$ cat src/sat_unit_pkg.sv
// Purpose: shared constants for the saturating multiply and pack datapath
// Assumes: single 125 MHz core clock
// Notes:   opcodes are local codes for the issue port
package sat_unit_pkg;
    localparam int          WORD_W       = 32;
    localparam int          HALF_W       = 16;
    localparam int          MUL_STAGES   = 4;
    localparam int          SAT_LAG      = 1;
    localparam int          OP_W         = 2;
    localparam logic [1:0]  OP_DUAL_MUL  = 2'h0;
    localparam logic [1:0]  OP_WIDE_MUL  = 2'h1;
    localparam logic [1:0]  OP_SPACK     = 2'h2;
    localparam logic [1:0]  OP_BPACK     = 2'h3;
    localparam logic [31:0] WORD_MIN     = 32'h8000_0000;
    localparam logic [31:0] WORD_MAX     = 32'h7FFF_FFFF;
    localparam logic [15:0] HALF_MIN     = 16'h8000;
    localparam logic [15:0] HALF_MAX     = 16'h7FFF;
    localparam logic [7:0]  BYTE_MAX     = 8'hFF;
    localparam logic [7:0]  BYTE_MIN     = 8'h00;
    localparam logic [31:0] RESET_WORD   = 32'h0000_0000;
endpackage : sat_unit_pkg

$ cat src/pack_saturator.sv
// Purpose: combinational saturating pack of two words
// Assumes: operands stable for the issue cycle
// Notes:   neither pack reports saturation by design
`timescale 1ns/1ps
module pack_saturator (
    input  wire logic        byte_mode,
    input  wire logic [31:0] src_a,
    input  wire logic [31:0] src_b,
    output logic      [31:0] result
);
    logic [15:0] half_a;
    logic [15:0] half_b;
    logic [63:0] halves;
    logic [31:0] byte_word;

    // signed 32 to signed 16 clamp
    function automatic logic [15:0] clamp16(input logic [31:0] v);
        logic signed [31:0] s;
        s = v;
        if (s > $signed({{16{1'b0}}, sat_unit_pkg::HALF_MAX}))
            clamp16 = sat_unit_pkg::HALF_MAX;
        else if (s < $signed({{16{1'b1}}, sat_unit_pkg::HALF_MIN}))
            clamp16 = sat_unit_pkg::HALF_MIN;
        else
            clamp16 = v[15:0];
    endfunction : clamp16

    assign half_a = clamp16(src_a);
    assign half_b = clamp16(src_b);
    assign halves = {src_a, src_b};

    // byte lane k takes halfword k: upper of src_a lands in the top byte
    for (genvar k = 0; k < 4; k++) begin : g_lane
        wire logic [15:0] h = halves[16*k +: 16];
        assign byte_word[8*k +: 8] = h[15] ? sat_unit_pkg::BYTE_MIN :
                                     (|h[14:8]) ? sat_unit_pkg::BYTE_MAX :
                                     h[7:0];
    end

    assign result = byte_mode ? byte_word : {half_a, half_b};
endmodule : pack_saturator

$ cat src/saturating_multiply_pack_unit.sv
// Purpose: four-stage saturating multiplies and single-cycle saturating packs
// Assumes: issue never overlaps two multiplies on one unit faster than one per cycle
// Notes:   flags are one-cycle pulses the status logic ORs into its sticky bits
`timescale 1ns/1ps
// Functional notes
// - dual products shifted, min pattern becomes max
// - low product to even, high to odd
// - saturation flag pulses after pair write
// - dual multiply writes result in fourth stage
// - wide multiply returns upper shifted word
// - wide saturation sets unit bit and flag
// - wide multiply ignores condition entirely
// - min times min yields max word
// - signed pack: first upper, second lower
// - each input clamped to signed 16
// - packs never touch saturation flag
// - signed pack completes in one cycle
// - byte pack halfword to byte mapping
// - byte pack clamps to 0..255
module saturating_multiply_pack_unit #(
    parameter int UNIT_ID = 0
) (
    input  wire logic        clk,
    input  wire logic        rst_n,
    input  wire logic        issue,
    input  wire logic [1:0]  opcode,
    input  wire logic        cond_true,
    input  wire logic [31:0] src1,
    input  wire logic [31:0] src2,
    output logic             pack_write,
    output logic [31:0]      pack_data,
    output logic             mul_write,
    output logic             mul_pair,
    output logic [31:0]      mul_even,
    output logic [31:0]      mul_odd,
    output logic             csr_sat_set,
    output logic             ssr_unit1_set,
    output logic             ssr_unit2_set
);
    initial begin
        if (UNIT_ID < 0 || UNIT_ID > 1)
            $error("UNIT_ID must be 0 or 1");
    end

    localparam int LAST = sat_unit_pkg::MUL_STAGES - 1;

    // decode
    wire logic is_dual  = issue && opcode == sat_unit_pkg::OP_DUAL_MUL && cond_true;
    wire logic is_wide  = issue && opcode == sat_unit_pkg::OP_WIDE_MUL;
    wire logic is_pack  = issue && (opcode == sat_unit_pkg::OP_SPACK ||
                                    opcode == sat_unit_pkg::OP_BPACK) && cond_true;
    wire logic byte_mode = opcode == sat_unit_pkg::OP_BPACK;

    // stage one: products computed from operands read at issue
    wire logic signed [31:0] lo_prod   = $signed(src1[15:0]) * $signed(src2[15:0]);
    wire logic signed [31:0] hi_prod   = $signed(src1[31:16]) * $signed(src2[31:16]);
    wire logic        [31:0] lo_shift  = {lo_prod[30:0], 1'b0};
    wire logic        [31:0] hi_shift  = {hi_prod[30:0], 1'b0};
    wire logic               lo_sat    = lo_shift == sat_unit_pkg::WORD_MIN;
    wire logic               hi_sat    = hi_shift == sat_unit_pkg::WORD_MIN;
    wire logic        [31:0] lo_res    = lo_sat ? sat_unit_pkg::WORD_MAX : lo_shift;
    wire logic        [31:0] hi_res    = hi_sat ? sat_unit_pkg::WORD_MAX : hi_shift;

    wire logic signed [63:0] wide_prod = $signed(src1) * $signed(src2);
    // shift overflows only when the top two bits differ; only min*min gets there
    wire logic               wide_sat  = wide_prod[63] != wide_prod[62];
    wire logic        [31:0] wide_res  = wide_sat ? sat_unit_pkg::WORD_MAX : wide_prod[62:31];

    wire logic [31:0] next_even = is_wide ? wide_res : lo_res;
    wire logic [31:0] next_odd  = is_wide ? sat_unit_pkg::RESET_WORD : hi_res;
    wire logic        next_sat  = is_wide ? wide_sat : (lo_sat | hi_sat);

    logic [31:0] pack_result;

    pack_saturator u_pack (
        .byte_mode (byte_mode),
        .src_a     (src1),
        .src_b     (src2),
        .result    (pack_result)
    );

    // pipeline of stages two to four; operands are not held, only results
    logic [LAST-1:0] v_pipe;
    logic [LAST-1:0] pair_pipe;
    logic [LAST-1:0] sat_pipe;
    logic [31:0]     even_pipe [LAST];
    logic [31:0]     odd_pipe  [LAST];
    logic            sat_late;
    logic            wide_late;

    always_ff @(posedge clk or negedge rst_n) begin
        if (!rst_n) begin
            v_pipe    <= '0;
            pair_pipe <= '0;
            sat_pipe  <= '0;
        end else begin
            v_pipe    <= {v_pipe[LAST-2:0], is_dual | is_wide};
            pair_pipe <= {pair_pipe[LAST-2:0], is_dual};
            sat_pipe  <= {sat_pipe[LAST-2:0], next_sat};
        end
    end

    always_ff @(posedge clk) begin
        even_pipe[0] <= next_even;
        odd_pipe[0]  <= next_odd;
        for (int i = 1; i < LAST; i++) begin
            even_pipe[i] <= even_pipe[i-1];
            odd_pipe[i]  <= odd_pipe[i-1];
        end
    end

    // result registered out at the end of stage four
    always_ff @(posedge clk or negedge rst_n) begin
        if (!rst_n) begin
            mul_write <= 1'b0;
            mul_pair  <= 1'b0;
            mul_even  <= sat_unit_pkg::RESET_WORD;
            mul_odd   <= sat_unit_pkg::RESET_WORD;
            sat_late  <= 1'b0;
            wide_late <= 1'b0;
        end else begin
            mul_write <= v_pipe[LAST-1];
            mul_pair  <= pair_pipe[LAST-1];
            mul_even  <= even_pipe[LAST-1];
            mul_odd   <= odd_pipe[LAST-1];
            sat_late  <= v_pipe[LAST-1] & sat_pipe[LAST-1];
            wide_late <= v_pipe[LAST-1] & ~pair_pipe[LAST-1];
        end
    end

    // flags one cycle after the write; packs never reach them
    always_ff @(posedge clk or negedge rst_n) begin
        if (!rst_n) begin
            csr_sat_set   <= 1'b0;
            ssr_unit1_set <= 1'b0;
            ssr_unit2_set <= 1'b0;
        end else begin
            csr_sat_set   <= sat_late;
            ssr_unit1_set <= sat_late & wide_late & (UNIT_ID == 0);
            ssr_unit2_set <= sat_late & wide_late & (UNIT_ID == 1);
        end
    end

    always_ff @(posedge clk or negedge rst_n) begin
        if (!rst_n) begin
            pack_write <= 1'b0;
            pack_data  <= sat_unit_pkg::RESET_WORD;
        end else begin
            pack_write <= is_pack;
            if (is_pack)
                pack_data <= pack_result;
        end
    end

    a_dual_latency: assert property (@(posedge clk) disable iff (!rst_n)
        is_dual |-> ##4 (mul_write && mul_pair)) else $error("dual result not written in stage four");
    a_wide_latency: assert property (@(posedge clk) disable iff (!rst_n)
        is_wide |-> ##4 (mul_write && !mul_pair)) else $error("wide result not written in stage four");
    a_wide_uncond: assert property (@(posedge clk) disable iff (!rst_n)
        (issue && opcode == sat_unit_pkg::OP_WIDE_MUL && !cond_true) |-> ##4 mul_write)
        else $error("wide multiply was predicated");
    a_minmin_max: assert property (@(posedge clk) disable iff (!rst_n)
        (is_wide && src1 == sat_unit_pkg::WORD_MIN && src2 == sat_unit_pkg::WORD_MIN)
        |-> ##4 mul_even == sat_unit_pkg::WORD_MAX) else $error("min times min not saturated");
    a_sat_after: assert property (@(posedge clk) disable iff (!rst_n)
        (is_dual && (lo_sat || hi_sat)) |-> ##5 csr_sat_set) else $error("saturation flag late or missing");
    a_wide_unit: assert property (@(posedge clk) disable iff (!rst_n)
        (is_wide && wide_sat) |-> ##5 (ssr_unit1_set || ssr_unit2_set) && csr_sat_set)
        else $error("unit saturation bit missing");
    a_pack_noflag: assert property (@(posedge clk) disable iff (!rst_n)
        csr_sat_set |-> $past(mul_write)) else $error("flag without multiply");
    a_false_nop: assert property (@(posedge clk) disable iff (!rst_n)
        (issue && !cond_true && opcode != sat_unit_pkg::OP_WIDE_MUL && !v_pipe[0] && !v_pipe[1] && !v_pipe[2])
        |=> !pack_write) else $error("false condition produced a write");
    a_pack_one: assert property (@(posedge clk) disable iff (!rst_n)
        is_pack |=> pack_write && pack_data == $past(pack_result)) else $error("pack not single cycle");
    a_dual_order: assert property (@(posedge clk) disable iff (!rst_n)
        is_dual |-> ##4 (mul_even == $past(lo_res, 4) && mul_odd == $past(hi_res, 4)))
        else $error("dual halves swapped");

    // multiply checks against independent values, except the two saturation checks, which key on the datapath's own lo_sat and hi_sat
    a_dual_lo_sat: assert property (@(posedge clk) disable iff (!rst_n)
        is_dual && lo_sat
        |-> ##4 mul_even == sat_unit_pkg::WORD_MAX)
        else $error("low product not saturated");

    a_dual_hi_sat: assert property (@(posedge clk) disable iff (!rst_n)
        is_dual && hi_sat
        |-> ##4 mul_odd == sat_unit_pkg::WORD_MAX)
        else $error("high product not saturated");

    a_dual_minmin: assert property (@(posedge clk) disable iff (!rst_n)
        is_dual && src1[15:0] == sat_unit_pkg::HALF_MIN && src2[15:0] == sat_unit_pkg::HALF_MIN
        |-> ##4 mul_even == sat_unit_pkg::WORD_MAX)
        else $error("low min times min not clamped");

    a_dual_hminmin: assert property (@(posedge clk) disable iff (!rst_n)
        is_dual && src1[31:16] == sat_unit_pkg::HALF_MIN && src2[31:16] == sat_unit_pkg::HALF_MIN
        |-> ##4 mul_odd == sat_unit_pkg::WORD_MAX)
        else $error("high min times min not in odd word");

    a_wide_odd_zero: assert property (@(posedge clk) disable iff (!rst_n)
        is_wide
        |-> ##4 mul_odd == sat_unit_pkg::RESET_WORD)
        else $error("wide multiply left odd word dirty");

    a_wide_one: assert property (@(posedge clk) disable iff (!rst_n)
        is_wide && src2 == 32'h0000_0001
        |-> ##4 mul_even == {32{$past(src1[31], 4)}})
        else $error("wide upper word wrong for unit factor");

    a_wide_zero: assert property (@(posedge clk) disable iff (!rst_n)
        is_wide && src1 == 32'h0000_0000
        |-> ##4 mul_even == 32'h0000_0000)
        else $error("wide product of zero not zero");

    a_unit1_match: assert property (@(posedge clk) disable iff (!rst_n)
        ssr_unit1_set
        |-> UNIT_ID == 0)
        else $error("unit one bit from wrong unit");

    a_unit2_match: assert property (@(posedge clk) disable iff (!rst_n)
        ssr_unit2_set
        |-> UNIT_ID == 1)
        else $error("unit two bit from wrong unit");

    a_unit_with_csr: assert property (@(posedge clk) disable iff (!rst_n)
        ssr_unit1_set || ssr_unit2_set
        |-> csr_sat_set)
        else $error("unit bit without status flag");

    a_unit_wide_only: assert property (@(posedge clk) disable iff (!rst_n)
        ssr_unit1_set || ssr_unit2_set
        |-> $past(mul_write && !mul_pair))
        else $error("unit bit not after wide write");

    a_write_issued: assert property (@(posedge clk) disable iff (!rst_n)
        mul_write
        |-> $past(issue, 4))
        else $error("multiply write without issue four cycles back");

    a_write_op: assert property (@(posedge clk) disable iff (!rst_n)
        mul_write
        |-> !$past(opcode[1], 4))
        else $error("multiply write from a pack");

    a_pair_dual: assert property (@(posedge clk) disable iff (!rst_n)
        mul_write && mul_pair
        |-> $past(opcode, 4) == sat_unit_pkg::OP_DUAL_MUL)
        else $error("pair write not from dual multiply");

    a_pair_wide: assert property (@(posedge clk) disable iff (!rst_n)
        mul_write && !mul_pair
        |-> $past(opcode, 4) == sat_unit_pkg::OP_WIDE_MUL)
        else $error("single write not from wide multiply");

    a_dual_cond: assert property (@(posedge clk) disable iff (!rst_n)
        mul_write && mul_pair
        |-> $past(cond_true, 4))
        else $error("dual multiply ran with false condition");

    a_flag_mult: assert property (@(posedge clk) disable iff (!rst_n)
        csr_sat_set
        |-> $past(issue, 5) && !$past(opcode[1], 5))
        else $error("status flag traced to a pack");

    // pack checks
    a_pack_cond: assert property (@(posedge clk) disable iff (!rst_n)
        pack_write
        |-> $past(issue && cond_true))
        else $error("pack written with false condition");

    a_pack_op: assert property (@(posedge clk) disable iff (!rst_n)
        pack_write
        |-> $past(opcode[1]))
        else $error("pack write from a multiply");

    a_pack_hold: assert property (@(posedge clk) disable iff (!rst_n)
        !is_pack
        |=> $stable(pack_data))
        else $error("pack data changed without a pack");

    a_spack_hi_max: assert property (@(posedge clk) disable iff (!rst_n)
        is_pack && !byte_mode && $signed(src1) > 32'sh0000_7FFF
        |=> pack_data[31:16] == sat_unit_pkg::HALF_MAX)
        else $error("signed pack upper not clamped high");

    a_spack_hi_min: assert property (@(posedge clk) disable iff (!rst_n)
        is_pack && !byte_mode && $signed(src1) < 32'shFFFF_8000
        |=> pack_data[31:16] == sat_unit_pkg::HALF_MIN)
        else $error("signed pack upper not clamped low");

    a_spack_lo_pass: assert property (@(posedge clk) disable iff (!rst_n)
        is_pack && !byte_mode && (src2[31:15] == 17'h0_0000 || src2[31:15] == 17'h1_FFFF)
        |=> pack_data[15:0] == $past(src2[15:0]))
        else $error("signed pack lower half wrong");

    a_spack_hi_pass: assert property (@(posedge clk) disable iff (!rst_n)
        is_pack && !byte_mode && (src1[31:15] == 17'h0_0000 || src1[31:15] == 17'h1_FFFF)
        |=> pack_data[31:16] == $past(src1[15:0]))
        else $error("signed pack upper half wrong");

    a_bpack_neg: assert property (@(posedge clk) disable iff (!rst_n)
        is_pack && byte_mode && src1[31]
        |=> pack_data[31:24] == sat_unit_pkg::BYTE_MIN)
        else $error("negative halfword not cleared");

    a_bpack_over: assert property (@(posedge clk) disable iff (!rst_n)
        is_pack && byte_mode && !src2[15] && src2[14:8] != 7'h00
        |=> pack_data[7:0] == sat_unit_pkg::BYTE_MAX)
        else $error("large halfword not forced to ones");

    a_bpack_mid: assert property (@(posedge clk) disable iff (!rst_n)
        is_pack && byte_mode && src1[15:8] == 8'h00
        |=> pack_data[23:16] == $past(src1[7:0]))
        else $error("byte two not from low half of first source");

    a_bpack_b1: assert property (@(posedge clk) disable iff (!rst_n)
        is_pack && byte_mode && src2[31:24] == 8'h00
        |=> pack_data[15:8] == $past(src2[23:16]))
        else $error("byte one not from high half of second source");

    c_dual_sat: cover property (@(posedge clk) disable iff (!rst_n) is_dual && lo_sat);
    c_wide_sat: cover property (@(posedge clk) disable iff (!rst_n) is_wide && wide_sat);
    c_byte_pack: cover property (@(posedge clk) disable iff (!rst_n) is_pack && byte_mode);
    c_back2back: cover property (@(posedge clk) disable iff (!rst_n) is_dual ##1 is_wide);
    c_false_pack: cover property (@(posedge clk) disable iff (!rst_n) issue && !cond_true && opcode[1]);
endmodule : saturating_multiply_pack_unit

$ cat config.mk
export PLATFORM = sky130hd
export DESIGN_NAME = saturating_multiply_pack_unit
export DESIGN_NICKNAME = d
export VERILOG_FILES = /design/src/sat_unit_pkg.sv /design/src/pack_saturator.sv /design/src/saturating_multiply_pack_unit.sv
export SDC_FILE = /design/constraint.sdc
export NUM_CORES = 2
export LEC_CHECK = 0
export BUFFER_PORTS_ARGS = -buffer_cell sky130_fd_sc_hd__clkbuf_2
export CORE_ASPECT_RATIO = 0.9
export CORE_MARGIN = 1.5
export CORE_UTILIZATION = 45
export CTS_CLUSTER_DIAMETER = 40
export DETAILED_ROUTE_END_ITERATION = 6
export GPL_TIMING_DRIVEN = 0
export HOLD_SLACK_MARGIN = 0.15
export PLACE_DENSITY = 0.65
export SLEW_MARGIN = 15
export SYNTH_ARGS = -nofsm -noshare
export SYNTH_HDL_FRONTEND = slang
export SYNTH_SLANG_ARGS = --single-unit
export TNS_END_PERCENT = 20
$ cat constraint.sdc
create_clock -name clk -period 1.35 [get_ports clk]
set_input_delay 0.405 -clock clk [delete_from_list [all_inputs] [get_ports clk]]
set_output_delay 0.405 -clock clk [all_outputs]
set_load 0.02 [all_outputs]
==> impl_metrics.yaml <==
worst_setup_path:
  slowest_stage: "fa_2"
  critical_path_arrival_ns: 9.01
  cp-end-kind: "flip-flop"
  required_ns: 1.83
  r2r_end: "pack_data[16]"
  critPathLaunchType: "input port"
  crit_end: "even_pipe[0][28]"
  ff2ff_path_depth: 2
  crit_fanout: 5
  crit_start: "src1[31]"
  reg2reg_from: "pack_data[16]"
  path_buf_inv: 9
  critPathTopFamily: "adder cells"
  slowest_delay_ns: 0.67
  rrSetupSlack_ns: 0.61
  critPathKind: "in -> reg"
  path_depth: 33
yosys:
  syn_area_sq_mm: 0.0578
  synth-simple-area-share_pct: 12.4
  synth_cell_types: 85
  syn_inst: 5966
  yosysSeqAreaShare_pct: 11.5
  syn-num-nets: 7805
  synth_mux_area_share_pct: 0.0519
  synthXorXnorAreaFrac_pct: 1.52
  synth_fa_ha_area_share_pct: 56.8
  ys_seq_elements: 304
  synth-async-reset-ratio_pct: 36.8
  synth_compound_area_share_pct: 5.31
  avgSynthCellArea_sq_um: 9.69
  synth_top_family_by_area: "adder cells"
  yosysWarnings: 0
  synth-edff-count: 0
  ys.flop_type: "dfxtp_1"
detailed_routing:
  drt-initial-drc-count: 4350
  drt-total-wl_mm: 234
  vias_per_cell: 5.49
  vias: 44200
  ant_nets: 0
  wire_per_inst_microns: 29.1
  drc: 0
  drt_first_pass_iters: 6
grt:
  grt_pass1_vias: 46600
  antenna_found_initial: 35
  grt_pass1_wl_mm: 331
  grt_max_degree: 61
  gr-usage-all-layers_pct: 36.3
  overflow: 0
final_layout:
  seqCellArea_sq_mm: 0.00665
  nets: 8135
  nFillCells: 11600
  area_growth_pct: 17.3
  multi_input_area_sq_mm: 0.0451
  utilization_pct: 53.3
  drive_above_1_share_pct: 13.5
timing:
  rsz0062_at_grt: "yes"
  worst_pin_slew_ns: 1.24
  fin_crit_ns: 8.53
  hold_viol_final: 0
  maxSlewViolCount: 0
  fin_ws_ns: -7.18
  fin_crit_sh_pct: 632
  fmax_mhz: 117
  fin_skew_ns: 0.0616
  setup_viol_count_final: 198
  max-slew-margin-rel_pct: 17.2
clock_network:
  clk_path_buf_depth: 3
  clk_pin_slew_worst_paths_ns: 0.06
  cts_sinks: 304
  clk_latency_ns: 0.64
  cts_tree: "built"
  cts_buffers: 37
  htree_levels: 2
  clock-root-buffer: "clkbuf_16"
job:
  drv_cap: 0
place:
  place_hpwl_mm: 191
  io_buffers: 138
  gp_congestion: 1.08
floorplan:
  dieArea_sq_mm: 0.131
  num_io_pins: 172
  core-area_sq_mm: 0.127
  die_h_microns: 343
  rows: 124
  die-width_microns: 381
  start_util_pct: 45.4
outcome:
  violations: "negative setup slack"
  status: "finished, violations left"
min_path:
  hp-class: "in -> reg"
cells by family after synthesis:
kind of cell,after synthesis
adders and majority gates,1769
and+or+nand+nor,1436
muxes,3
buffers and inverters,1910
other,1
AOI/OAI and AO/OA,446
DFF,304
xor gates and xnor gates,97
Yosys cell counts, drive strengths merged (12+ instances only):
cell type | instances | area share, %
nand4 | 38 | 0.42
clkbuf | 252 | 1.6
a21o | 46 | 0.61
dfrtp | 112 | 4.8
o21ai | 79 | 0.70
a31oi | 48 | 0.52
nor2b | 13 | 0.14
a2bb2oi | 12 | 0.27
nand2 | 621 | 4.0
xor2 | 23 | 0.35
fa | 1427 | 49
nor2 | 122 | 0.79
inv | 1644 | 11
o21bai | 21 | 0.28
ha | 342 | 7.4
xnor2 | 72 | 1.1
and3 | 16 | 0.17
dfxtp | 192 | 6.6
nor4 | 21 | 0.25
a21oi | 103 | 0.90
nand2b | 32 | 0.35
buf | 14 | 0.14
o21a | 13 | 0.17
o211ai | 17 | 0.23
nor3 | 32 | 0.28
a211oi | 24 | 0.34
nand3 | 21 | 0.18
and2 | 473 | 5.1
cell type report:
type	count	area share (%)
antenna	22	0.0812
buffer	259	5.43
sequential	304	9.80
clock buffer	48	1.53
clock inverter	20	0.487
tap	1701	3.14
timing repair buffer	298	3.95
inverter	1644	9.12
multi-input combinational	3752	66.5
timing repair:
| action | 4_1_cts | 5_1_grt |
|---|---|---|
| hold buffers | 7 | 1 |
| buffers inserted | 115 | 30 |
| pin swaps | 104 | 77 |
| cloned | 3 | 0 |
| gates resized for setup | 898 | 296 |
| hold endpoints to repair | 57 | 1 |
| setup endpoints to repair | 199 | 198 |
registers in the layout, indices dropped and copies added, names as in the netlist:
signal,flops
mul_pair,1
even_pipe,96
mul_even,32
mul_write,1
sat_pipe,3
sat_late,1
v_pipe,3
wide_late,1
pack_data,32
pair_pipe,3
ssr_unit1_set,1
mul_odd,32
odd_pipe,96
csr_sat_set,1
pack_write,1
layer usage:
layer  track usage [%]  part of all wire [%]
met3              13.5                    13
met1              47.7                    39
met4              17.5                   5.8
met5                 0                 0.044
met2              53.1                    42
worst reg2reg max path, delay by kind of cell (launching register included):
family | cells | cell delay (ns)
AND/OR/NAND/NOR | 1 | 0.14
flip-flops | 1 | 0.40
AO/OA/AOI/OAI | 1 | 0.06
worst min-delay path by stage:
stage                     from         endpoint  cells after the start
3_3_place_gp   even_pipe[0][2]  even_pipe[1][2]                      0
2_1_floorplan            rst_n      csr_sat_set                      0
5_1_grt                src2[4]     pack_data[4]                      3
3_5_place_dp   even_pipe[1][9]  even_pipe[2][9]                      0
4_1_cts                src2[4]     pack_data[4]                      3
6_report               src2[6]     pack_data[6]                      3
per-stage QoR:
step | hold slack [ns] | TNS, ns | cells | worst slack [ns] | area (sq um)
floorplan | 0.109 | -436.24 | 5966 | -7.68 | 57900
global placement | 0.310 | -925.84 | 7805 | -10.17 | 60700
detailed placement | 0.312 | -642.82 | 7810 | -10.10 | 60800
CTS | 0.166 | -425.17 | 8000 | -7.01 | 66900
global route | 0.190 | -447.21 | 8028 | -7.33 | 67800
finish | 0.207 | -432.09 | 8048 | -7.18 | 67800
layout by cell type (no fill, tap or decap), types with 19 or more instances in the layout:
master,count
xor2_1,20
inv_1,1619
a21oi_1,86
nor3_1,27
nand2b_1,32
o21ai_0,60
diode_2,22
and2_1,459
clkbuf_16,122
inv_2,20
nand3_1,19
nand2_1,597
clkbuf_4,56
nor2_1,113
fa_2,36
dfrtp_1,111
buf_6,46
a21o_1,44
clkbuf_1,21
dfxtp_1,192
buf_2,74
xnor2_1,67
ha_1,321
clkbuf_2,30
nand4_1,37
a31oi_1,43
fa_1,1391
buf_4,130
clkbuf_8,84
Power is not shown: default switching activity piles up to over one toggle a cycle in this logic, so the estimate is an artifact.
